$ cat src/design/adcmc_regs.svh
// register offsets, field positions, reset values and timing counts of the mode and clock bank
// ****************************************************************************
// How it works
// mode bit 13, reset zero, enables running check over register map.
// mode bit 12, reset zero, enables check of incoming serial frame codes.
// mode bit 11 picks check polynomial: zero CCITT-16 default, one ANSI-16.
// mode bit 10 reads one after reset; host writes zero to clear it.
// mode bits 9:8 word length; 00b 16 bits, 01b 24 bits at reset.
// length 10b gives 32-bit words, result on top, zeros below.
// length 11b gives 32-bit words, top byte copies the sign bit.
// ready source 00b, reset value, follows last completing enabled channel.
// ready source 01b drives the pin from OR of enabled channels.
// ready source 10b and 11b follow first completing enabled channel, identically.
// mode bit 1: idle pin high when zero, floating when one.
// mode bit 0: zero holds pin low, one gives fixed low pulse.
// clock bits 15:8 enable channels 0 to 7, all one at reset.
// clock register sits at address 03h and resets to ff0eh.
// clock bits 4:2 pick oversampling 128 shifted by code, default 011b.
// disabled channels never influence the data-ready pin.
// host writes zeros to reserved mode bits 7:5.
// ****************************************************************************
`ifndef ADCMC_REGS_SVH
`define ADCMC_REGS_SVH

`define ADCMC_ADDR_W        8
`define ADCMC_STATUS_ADDR   8'h01
`define ADCMC_MODE_ADDR     8'h02
`define ADCMC_CLOCK_ADDR    8'h03

`define ADCMC_MODE_RESET    16'h0510
`define ADCMC_CLOCK_RESET   16'hff0e
`define ADCMC_MODE_WMASK    16'h3f1f
`define ADCMC_CLOCK_WMASK   16'hffdf

`define ADCMC_MODE_REGCRC   13
`define ADCMC_MODE_RXCRC    12
`define ADCMC_MODE_CRCTYPE  11
`define ADCMC_MODE_RSTFLAG  10
`define ADCMC_MODE_WLEN_LO  8
`define ADCMC_MODE_TIMEOUT  4
`define ADCMC_MODE_RSRC_LO  2
`define ADCMC_MODE_FLOAT    1
`define ADCMC_MODE_PULSE    0
`define ADCMC_CLOCK_EN_LO   8
`define ADCMC_CLOCK_OSR_LO  2
`define ADCMC_STAT_MAPFAULT 13

`define ADCMC_POLY_CCITT    16'h1021
`define ADCMC_POLY_ANSI     16'h8005
`define ADCMC_CRC_SEED      16'hffff
`define ADCMC_OSR_BASE      15'h0080

`define ADCMC_CLK_PERIOD_NS 20
`define ADCMC_PULSE_NS      80
`define ADCMC_PULSE_CYC     ((`ADCMC_PULSE_NS + `ADCMC_CLK_PERIOD_NS - 1) / `ADCMC_CLK_PERIOD_NS)

`endif

$ cat src/design/adcmc_pkg.sv
// types shared by the mode and clock configuration bank
package adcmc_pkg;
  typedef logic [1:0] adcmc_wlen_t;   // word length code
  typedef logic [1:0] adcmc_rsrc_t;   // ready source code
  typedef enum logic [1:0] {
    RDY_IDLE,
    RDY_PULSE,
    RDY_SPENT
  } adcmc_rdy_state_t;
endpackage

$ cat src/design/adcmc_cfg_if.sv
// configuration fields passed from the register bank to its helpers
`timescale 1ns/1ps
`default_nettype none
interface adcmc_cfg_if;
  import adcmc_pkg::*;
  adcmc_wlen_t word_length_select;
  adcmc_rsrc_t ready_source_select;
  logic        ready_idle_float;
  logic        ready_signal_format;
  logic [7:0]  chan_enable;
  modport src (output word_length_select, ready_source_select, ready_idle_float,
               ready_signal_format, chan_enable);
  modport fmt (input word_length_select);
  modport rdy (input ready_source_select, ready_idle_float, ready_signal_format, chan_enable);
endinterface
`default_nettype wire

$ cat src/design/adcmc_word_fmt.sv
// output word shaping: 16, 24 or 32 bits from a 24-bit result
`timescale 1ns/1ps
`default_nettype none
`include "adcmc_regs.svh"
module adcmc_word_fmt
  import adcmc_pkg::*;
(
  input  wire logic        clk,        // system clock
  input  wire logic        rstn,       // async reset, active low
  adcmc_cfg_if.fmt         cfg,        // word length setting
  input  wire logic        smp_valid,  // result strobe
  input  wire logic [23:0] smp_data,   // 24-bit result
  output logic             word_valid, // shaped word strobe
  output logic [31:0]      word_data   // shaped word, low-justified except length 10b, which puts the result on top
);
  logic        next_word_valid;
  logic [31:0] next_word_data;

  // ***************************************************************
  // shaping
  // ***************************************************************
  function automatic logic [31:0] shape(input adcmc_wlen_t len, input logic [23:0] d);
    case (len)
      2'b00:   shape = {16'h0000, d[23:8]};         // truncation keeps msbs
      2'b01:   shape = {8'h00, d};
      2'b10:   shape = {d, 8'h00};
      2'b11:   shape = {{8{d[23]}}, d};
      default: shape = {8'h00, d};
    endcase
  endfunction

  // compute next word
  always_comb begin
    next_word_valid = smp_valid;
    next_word_data  = smp_valid ? shape(cfg.word_length_select, smp_data) : word_data;
  end

  // register outputs
  always_ff @(posedge clk or negedge rstn) begin
    if (!rstn) begin
      word_valid <= 1'b0;
      word_data  <= 32'h0000_0000;
    end else begin
      word_valid <= next_word_valid;
      word_data  <= next_word_data;
    end
  end
endmodule
`default_nettype wire

$ cat src/design/adcmc_ready_gen.sv
// data-ready pin generation from per-channel completions
`timescale 1ns/1ps
`default_nettype none
`include "adcmc_regs.svh"
module adcmc_ready_gen
  import adcmc_pkg::*;
#(
  parameter int unsigned PULSE_CYC = `ADCMC_PULSE_CYC
)(
  input  wire logic       clk,        // system clock
  input  wire logic       rstn,       // async reset, active low
  adcmc_cfg_if.rdy        cfg,        // ready settings
  input  wire logic [7:0] chan_done,  // per-channel completion pulses
  input  wire logic       data_read,  // host consumed the frame
  output logic [7:0]      pending,    // per-channel new data flags
  output logic            ready_o,    // pin level
  output logic            ready_oe    // pin drive enable
);
  adcmc_rdy_state_t state, next_state;
  logic [7:0]  next_pending;
  logic [7:0]  cnt, next_cnt;
  logic        avail, next_ready_o, next_ready_oe;
  logic [7:0]  act;

  // ***************************************************************
  // availability
  // ***************************************************************
  // a completion in the clearing cycle survives the clear
  always_comb begin
    next_pending = (data_read ? 8'h00 : pending) | (chan_done & cfg.chan_enable);
    act          = pending & cfg.chan_enable;
    case (cfg.ready_source_select)
      2'b00:   avail = (cfg.chan_enable != 8'h00) && (act == cfg.chan_enable);
      2'b01:   avail = |act;
      default: avail = |act;
    endcase
  end

  // pulse sequencer and pin drive
  always_comb begin
    next_state    = state;
    next_cnt      = cnt;
    next_ready_o  = 1'b1;
    next_ready_oe = !cfg.ready_idle_float;
    case (state)
      RDY_IDLE: begin
        if (avail && cfg.ready_signal_format) begin
          next_state = RDY_PULSE;
          next_cnt   = 8'(PULSE_CYC - 1);
        end
      end
      RDY_PULSE: begin
        if (cnt == 8'h00) begin
          next_state = RDY_SPENT;
        end else begin
          next_cnt = cnt - 8'h01;
        end
      end
      RDY_SPENT: begin
        if (!avail) begin
          next_state = RDY_IDLE;
        end
      end
      default: next_state = RDY_IDLE;
    endcase
    // level format: low for as long as data wait; pulse format: fixed low pulse
    if ((avail && !cfg.ready_signal_format) || next_state == RDY_PULSE) begin
      next_ready_o  = 1'b0;
      next_ready_oe = 1'b1;
    end
  end

  always_ff @(posedge clk or negedge rstn) begin
    if (!rstn) begin
      state    <= RDY_IDLE;
      cnt      <= 8'h00;
      pending  <= 8'h00;
      ready_o  <= 1'b1;
      ready_oe <= 1'b1;
    end else begin
      state    <= next_state;
      cnt      <= next_cnt;
      pending  <= next_pending;
      ready_o  <= next_ready_o;
      ready_oe <= next_ready_oe;
    end
  end
endmodule
`default_nettype wire

$ cat src/design/adcmc_top.sv
// mode and clock configuration bank with register-map check, word shaping and ready pin
`timescale 1ns/1ps
`default_nettype none
`include "adcmc_regs.svh"
module adcmc_top
  import adcmc_pkg::*;
#(
  parameter int unsigned PULSE_CYC = `ADCMC_PULSE_CYC
)(
  input  wire logic                     clk,              // system clock, 50 MHz
  input  wire logic                     rstn,             // async reset, active low
  input  wire logic [`ADCMC_ADDR_W-1:0] reg_addr,         // register address
  input  wire logic [15:0]              reg_wdata,        // write data
  input  wire logic                     reg_we,           // write strobe
  input  wire logic                     reg_re,           // read strobe
  output logic      [15:0]              reg_rdata,        // read data, cycle after strobe
  input  wire logic [7:0]               chan_done,        // per-channel completion pulses
  input  wire logic                     data_read,        // host consumed a frame
  input  wire logic                     smp_valid,        // result strobe
  input  wire logic [23:0]              smp_data,         // 24-bit result
  output logic                          word_valid,       // shaped word strobe
  output logic      [31:0]              word_data,        // shaped word
  output logic                          data_ready_o,     // ready pin level
  output logic                          data_ready_oe,    // ready pin drive enable
  output logic                          reg_crc_enable,   // register map check on
  output logic                          rx_crc_enable,    // serial frame check on
  output logic                          crc_poly_ansi,    // polynomial select
  output logic                          spi_timeout_enable, // serial timeout on
  output logic      [15:0]              reg_map_crc,      // running map check value
  output logic      [2:0]               oversampling_ratio_select, // ratio code
  output logic      [14:0]              osr_ratio         // ratio value
);
  logic [15:0] operating_mode, next_operating_mode;
  logic [15:0] clock_and_channel_enable, next_clock_and_channel_enable;
  logic [15:0] next_reg_rdata;
  logic [15:0] next_reg_map_crc;
  logic [15:0] map_ref, next_map_ref;
  logic        map_fault, next_map_fault;
  logic        map_sync, next_map_sync;
  logic [7:0]  pending;
  logic [15:0] status_word;
  logic        wr_mode, wr_clock, rd_status;

  adcmc_cfg_if cfg ();

  // ***************************************************************
  // helpers
  // ***************************************************************
  // bitwise crc16 over one 32-bit block, msb first
  function automatic logic [15:0] crc16(input logic [15:0] seed, input logic [15:0] poly,
                                        input logic [31:0] data);
    logic [15:0] c;
    c = seed;
    for (int i = 31; i >= 0; i--) begin
      if (c[15] ^ data[i]) begin
        c = {c[14:0], 1'b0} ^ poly;
      end else begin
        c = {c[14:0], 1'b0};
      end
    end
    crc16 = c;
  endfunction

  // write-enable decode shared by both registers
  function automatic logic hit(input logic [`ADCMC_ADDR_W-1:0] a,
                               input logic [`ADCMC_ADDR_W-1:0] target);
    hit = (a == target);
  endfunction

  assign wr_mode   = reg_we && hit(reg_addr, `ADCMC_MODE_ADDR);
  assign wr_clock  = reg_we && hit(reg_addr, `ADCMC_CLOCK_ADDR);
  assign rd_status = reg_re && hit(reg_addr, `ADCMC_STATUS_ADDR);

  // ***************************************************************
  // configuration registers
  // ***************************************************************
  // reserved bits are masked on write so they always read zero
  always_comb begin
    next_operating_mode           = operating_mode;
    next_clock_and_channel_enable = clock_and_channel_enable;
    if (wr_mode) begin
      next_operating_mode = reg_wdata & `ADCMC_MODE_WMASK;
      // the reset flag can only be cleared by software, never set
      next_operating_mode[`ADCMC_MODE_RSTFLAG] =
        operating_mode[`ADCMC_MODE_RSTFLAG] & reg_wdata[`ADCMC_MODE_RSTFLAG];
    end
    if (wr_clock) begin
      next_clock_and_channel_enable = reg_wdata & `ADCMC_CLOCK_WMASK;
    end
  end

  // reset values hold the flag, the 24-bit length and all channels on
  always_ff @(posedge clk or negedge rstn) begin
    if (!rstn) begin
      operating_mode           <= `ADCMC_MODE_RESET;
      clock_and_channel_enable <= `ADCMC_CLOCK_RESET;
    end else begin
      operating_mode           <= next_operating_mode;
      clock_and_channel_enable <= next_clock_and_channel_enable;
    end
  end

  // ***************************************************************
  // field outputs
  // ***************************************************************
  assign reg_crc_enable     = operating_mode[`ADCMC_MODE_REGCRC];
  assign rx_crc_enable      = operating_mode[`ADCMC_MODE_RXCRC];
  assign crc_poly_ansi      = operating_mode[`ADCMC_MODE_CRCTYPE];
  assign spi_timeout_enable = operating_mode[`ADCMC_MODE_TIMEOUT];
  assign oversampling_ratio_select = clock_and_channel_enable[`ADCMC_CLOCK_OSR_LO +: 3];
  assign osr_ratio = `ADCMC_OSR_BASE << oversampling_ratio_select;

  // configuration handed to the helpers
  assign cfg.word_length_select  = operating_mode[`ADCMC_MODE_WLEN_LO +: 2];
  assign cfg.ready_source_select = operating_mode[`ADCMC_MODE_RSRC_LO +: 2];
  assign cfg.ready_idle_float    = operating_mode[`ADCMC_MODE_FLOAT];
  assign cfg.ready_signal_format = operating_mode[`ADCMC_MODE_PULSE];
  assign cfg.chan_enable         = clock_and_channel_enable[`ADCMC_CLOCK_EN_LO +: 8];

  // ***************************************************************
  // register map check
  // ***************************************************************
  // the check runs over both registers each cycle; a host write resyncs
  // the reference so only an unexpected change counts as a fault
  always_comb begin
    next_reg_map_crc = reg_map_crc;
    next_map_ref     = map_ref;
    next_map_sync    = 1'b0;
    next_map_fault   = rd_status ? 1'b0 : map_fault;
    if (reg_crc_enable) begin
      next_reg_map_crc = crc16(`ADCMC_CRC_SEED,
                               crc_poly_ansi ? `ADCMC_POLY_ANSI : `ADCMC_POLY_CCITT,
                               {operating_mode, clock_and_channel_enable});
      next_map_sync = !reg_we;
      if (!map_sync) begin
        next_map_ref = next_reg_map_crc;
      end else if (next_reg_map_crc != map_ref) begin
        next_map_fault = 1'b1;                                      // set beats read clear
      end
    end
  end

  always_ff @(posedge clk or negedge rstn) begin
    if (!rstn) begin
      reg_map_crc <= `ADCMC_CRC_SEED;
      map_ref     <= `ADCMC_CRC_SEED;
      map_fault   <= 1'b0;
      map_sync    <= 1'b0;
    end else begin
      reg_map_crc <= next_reg_map_crc;
      map_ref     <= next_map_ref;
      map_fault   <= next_map_fault;
      map_sync    <= next_map_sync;
    end
  end

  // ***************************************************************
  // read path
  // ***************************************************************
  // status mirrors the reset flag and live data flags
  always_comb begin
    status_word = 16'h0000;
    status_word[`ADCMC_STAT_MAPFAULT]          = map_fault;
    status_word[`ADCMC_MODE_CRCTYPE]           = crc_poly_ansi;
    status_word[`ADCMC_MODE_RSTFLAG]           = operating_mode[`ADCMC_MODE_RSTFLAG];
    status_word[`ADCMC_MODE_WLEN_LO +: 2]      = cfg.word_length_select;
    status_word[7:0]                           = pending;
  end

  // unmapped addresses read as zero; data stands one cycle only
  always_comb begin
    next_reg_rdata = 16'h0000;
    if (reg_re) begin
      case (reg_addr)
        `ADCMC_STATUS_ADDR: next_reg_rdata = status_word;
        `ADCMC_MODE_ADDR:   next_reg_rdata = operating_mode;
        `ADCMC_CLOCK_ADDR:  next_reg_rdata = clock_and_channel_enable;
        default:            next_reg_rdata = 16'h0000;
      endcase
    end
  end

  always_ff @(posedge clk or negedge rstn) begin
    if (!rstn) begin
      reg_rdata <= 16'h0000;
    end else begin
      reg_rdata <= next_reg_rdata;
    end
  end

  // ***************************************************************
  // helpers instances
  // ***************************************************************
  adcmc_word_fmt u_fmt (
    .clk        (clk),
    .rstn       (rstn),
    .cfg        (cfg),
    .smp_valid  (smp_valid),
    .smp_data   (smp_data),
    .word_valid (word_valid),
    .word_data  (word_data)
  );

  adcmc_ready_gen #(
    .PULSE_CYC (PULSE_CYC)
  ) u_rdy (
    .clk       (clk),
    .rstn      (rstn),
    .cfg       (cfg),
    .chan_done (chan_done),
    .data_read (data_read),
    .pending   (pending),
    .ready_o   (data_ready_o),
    .ready_oe  (data_ready_oe)
  );
endmodule
`default_nettype wire

$ cat config.mk
export PLATFORM = sky130hd
export DESIGN_NAME = adcmc_top
export DESIGN_NICKNAME = d
export VERILOG_FILES = /design/src/design/adcmc_pkg.sv /design/src/design/adcmc_cfg_if.sv /design/src/design/adcmc_word_fmt.sv /design/src/design/adcmc_ready_gen.sv /design/src/design/adcmc_top.sv
export VERILOG_INCLUDE_DIRS = /design/src /design/src/design
export SDC_FILE = /design/constraint.sdc
export NUM_CORES = 1
export LEC_CHECK = 0
export BUFFER_PORTS_ARGS = -buffer_cell sky130_fd_sc_hd__buf_2
export CAP_MARGIN = 5
export CELL_PAD_IN_SITES_DETAIL_PLACEMENT = 1
export CELL_PAD_IN_SITES_GLOBAL_PLACEMENT = 2
export CORE_MARGIN = 2
export CORE_UTILIZATION = 39
export DETAILED_ROUTE_END_ITERATION = 7
export PLACE_DENSITY = 0.83
export SLEW_MARGIN = 20
export SYNTH_ARGS = -nofsm -noshare
export SYNTH_HDL_FRONTEND = slang
export SYNTH_SLANG_ARGS = --single-unit
$ cat constraint.sdc
create_clock -name clk -period 7.6 [get_ports clk]
set_input_delay 1.14 -clock clk [delete_from_list [all_inputs] [get_ports clk]]
set_output_delay 1.14 -clock clk [all_outputs]
set_load 0.01 [all_outputs]
==> impl_metrics.json <==
{
  "outcome": "finished clean",
  "wl_per_cell_microns": 19.5,
  "ys.flop_type": "dfrtp_1",
  "final_cells": 1310,
  "crit_path_end_kind": "flip-flop",
  "grt_usage_pct": 21.9,
  "fin_tns_setup_ps": 0,
  "port-buffer-count": 142,
  "n_antenna_cell": 0,
  "vias": 6971,
  "htreeDepth": 4,
  "die_area_sq_um": 24100,
  "synth_area_sq_um": 8900,
  "ant_nets": 0,
  "dpl_cell_area_sq_um": 9710,
  "die_h_microns": 155,
  "synth-edff-count": 0,
  "routed_wirelength_microns": 25600,
  "dp_hpwl_microns": 18600,
  "yosysSeqAreaShare_pct": 36.9,
  "coreArea_sq_um": 22500,
  "drt_pass1_iterations": 4,
  "p_seq_share_pct": 27.8,
  "grt_pass1_wl_microns": 41000,
  "p_sw_w": 0.00144,
  "slew_headroom_pct": 36.6,
  "clkLatencyLatePin_ps": 430,
  "powerDensity_nw_per_um2": 343,
  "power.share.clock_pct": 22.3,
  "startpoint_type": "flip-flop",
  "drive_above_1_share_pct": 29.4,
  "synth.avg_cell_area_sq_um": 9.77,
  "swShare_pct": 40.8,
  "async_flop_share_pct": 100,
  "grt_pass1_vias": 7371,
  "p_leak_nw": 4.54,
  "grt-ovfl-total": 0,
  "grt_max_degree": 71,
  "yosys_register_bits": 129,
  "synthCells": 911,
  "hp-class": "flip-flop to flip-flop",
  "finalHoldViolations": 0,
  "drt-initial-drc-count": 275,
  "setup_viol": 0,
  "gp_congestion": 0.834,
  "cts_root_buf": "clkbuf_16",
  "cts-buffers-inserted": 17,
  "fin_nets": 1075,
  "rsz0062_at_grt": "false",
  "start_util_pct": 39.6,
  "rows": 55,
  "fill_cells": 2572,
  "worst_slew_pin_slew_ps": 951,
  "critical_path_class": "flip-flop to flip-flop",
  "intPower_w": 0.00209,
  "dp_cells": 1278,
  "ir_worst_vdd_mv": 0.118,
  "postCtsSetupBuffers": 0,
  "cts_resized": 0,
  "die_x_microns": 155,
  "worstPathArrival_ps": 5470,
  "final_cell_area_sq_um": 10300,
  "fmax_mhz": 193,
  "antenna_found_initial": 0,
  "finalCritPeriodShare_pct": 68.1,
  "crit_fanout": 46,
  "drv_cap": 0,
  "clock_sinks": 129,
  "clkTransAtPathRegs_ps": 60,
  "syn_to_final_growth_pct": 15.2,
  "ioPinCount": 151,
  "hold_buffers": 0,
  "fin_skew_ps": 13.0,
  "cts_buffer_depth": 2,
  "drc_errors": 0,
  "rrSetupSlack_ps": 2430,
  "yosys_warnings": 0,
  "cts_tree": "built",
  "routed_via_density": 5.32,
  "final_max_slew_viol_count": 0,
  "cp.required_ps": 7890,
  "place_ws_ps": 2420,
  "period_needed_ps": 5170,
  "postLayoutSetupSlackWorst_ps": 2430,
  "comb_power_share_pct": 50.0,
  "ys_types": 74
}
sequential cells by signal (all words and copies together), names as in the netlist:
signal	count
map_sync	1
reg_map_crc	16
operating_mode	11
u_rdy.state	2
map_fault	1
u_fmt.word_data	32
u_rdy.ready_oe	1
map_ref	16
u_fmt.word_valid	1
reg_rdata	16
u_rdy.pending	8
u_rdy.cnt	8
clock_and_channel_enable	15
u_rdy.ready_o	1
cells in the mapped netlist, types with 20 or more instances:
| cell type | count | area [sq um] |
|---|---|---|
| xnor2_1 | 112 | 981 |
| nor2_1 | 96 | 360 |
| dfrtp_1 | 81 | 2030 |
| nand2_1 | 60 | 225 |
| a21oi_1 | 59 | 295 |
| dfstp_2 | 48 | 1260 |
| mux2_2 | 47 | 529 |
| clkbuf_1 | 46 | 173 |
| o21ai_0 | 42 | 210 |
| xor2_1 | 36 | 315 |
| a22oi_1 | 29 | 218 |
| inv_1 | 25 | 93.8 |
| mux2i_1 | 20 | 200 |
cells by family after synthesis:
group / after synthesis / share of synthesized area (%)
flip-flops: 129 / 36.9
AO/OA/AOI/OAI: 183 / 13.1
XOR/XNOR: 183 / 23.0
multiplexers: 69 / 8.61
buffers and inverters: 97 / 4.85
adder cells (fa/ha/maj): 1 / 0.140
other: 1 / 0.0421
AND/OR/NAND/NOR: 248 / 13.3
layout make-up:
class	instances	area (sq um)	area share [%]
Clock buffer	17	425	4.15
Inverter	25	93.8	0.915
Tap cell	285	357	3.48
Timing Repair Buffer	148	758	7.39
Clock inverter	15	125	1.22
Sequential cell	129	3290	32.1
Multi-Input combinational cell	691	5210	50.8
power by group through the flow:
| stage | clock network [W] | registers, W | logic, W |
|---|---|---|---|
| after floorplan | 0 | 0.000970 | 0.00133 |
| after global placement | 0 | 0.000984 | 0.00173 |
| after detailed placement | 0 | 0.000989 | 0.00176 |
| after CTS | 0.000804 | 0.000979 | 0.00177 |
| after global routing | 0.000831 | 0.000999 | 0.00194 |
| final | 0.000784 | 0.000978 | 0.00176 |
final timing paths:
| path | end | start | cells past startpoint |
|---|---|---|---|
| max in group asynchronous | operating_mode[11] | rstn | 2 |
| worst max register to register | map_fault | operating_mode[8] | 12 |
| min in group asynchronous | u_fmt.word_data[25] | rstn | 1 |
| worst min register to register | map_ref[11] | map_ref[11] | 2 |
| worst min-delay path | map_ref[11] | map_ref[11] | 2 |
| worst max-delay path | map_fault | operating_mode[8] | 12 |
critical path, stage by stage (launching register included):
cell	delay [ps]
dfstp_2	1100
xor2_4	300
xor2_2	220
xnor3_2	580
xor2_1	280
o21bai_1	160
nand3b_1	380
xnor2_1	820
o311ai_0	220
nor4_1	310
nand4_1	140
nor4_1	380
a31oi_1	140
stage by stage:
step	hold WS, ps	utilization [%]	power [W]
final	487	45.6	0.00352
after CTS	489	45.6	0.00356
after detailed placement	478	43.1	0.00275
after global routing	507	45.6	0.00377
after floorplan	461	-	0.00230
after global placement	470	43.1	0.00272
cells in the final DEF (no fill, tap or decap), types with 8 or more instances in the layout:
cell type  synthesis  routed
a21oi_1           59      59
a22oi_1           29      29
and3_1            12      12
buf_2              6     141
clkbuf_16          0      17
dfrtp_1           81      79
dfstp_2           48      48
inv_1             25      25
mux2_2            47      47
mux2i_1           20      20
nand2_1           60      60
nand2b_1           8       8
nand3_1           10      10
nor2_1            96      96
nor2b_1           11      11
nor4_1             8       8
o21ai_0           42      42
xnor2_1          112     112
xnor3_1           15      15
xor2_1            36      36
metal layers:
layer	track usage, %	wire length [microns]
met5	0	0
met4	6.97	464
met3	3.26	931
met2	36.3	12300
met1	29.7	11900
Power figures use the tool's default switching activity.
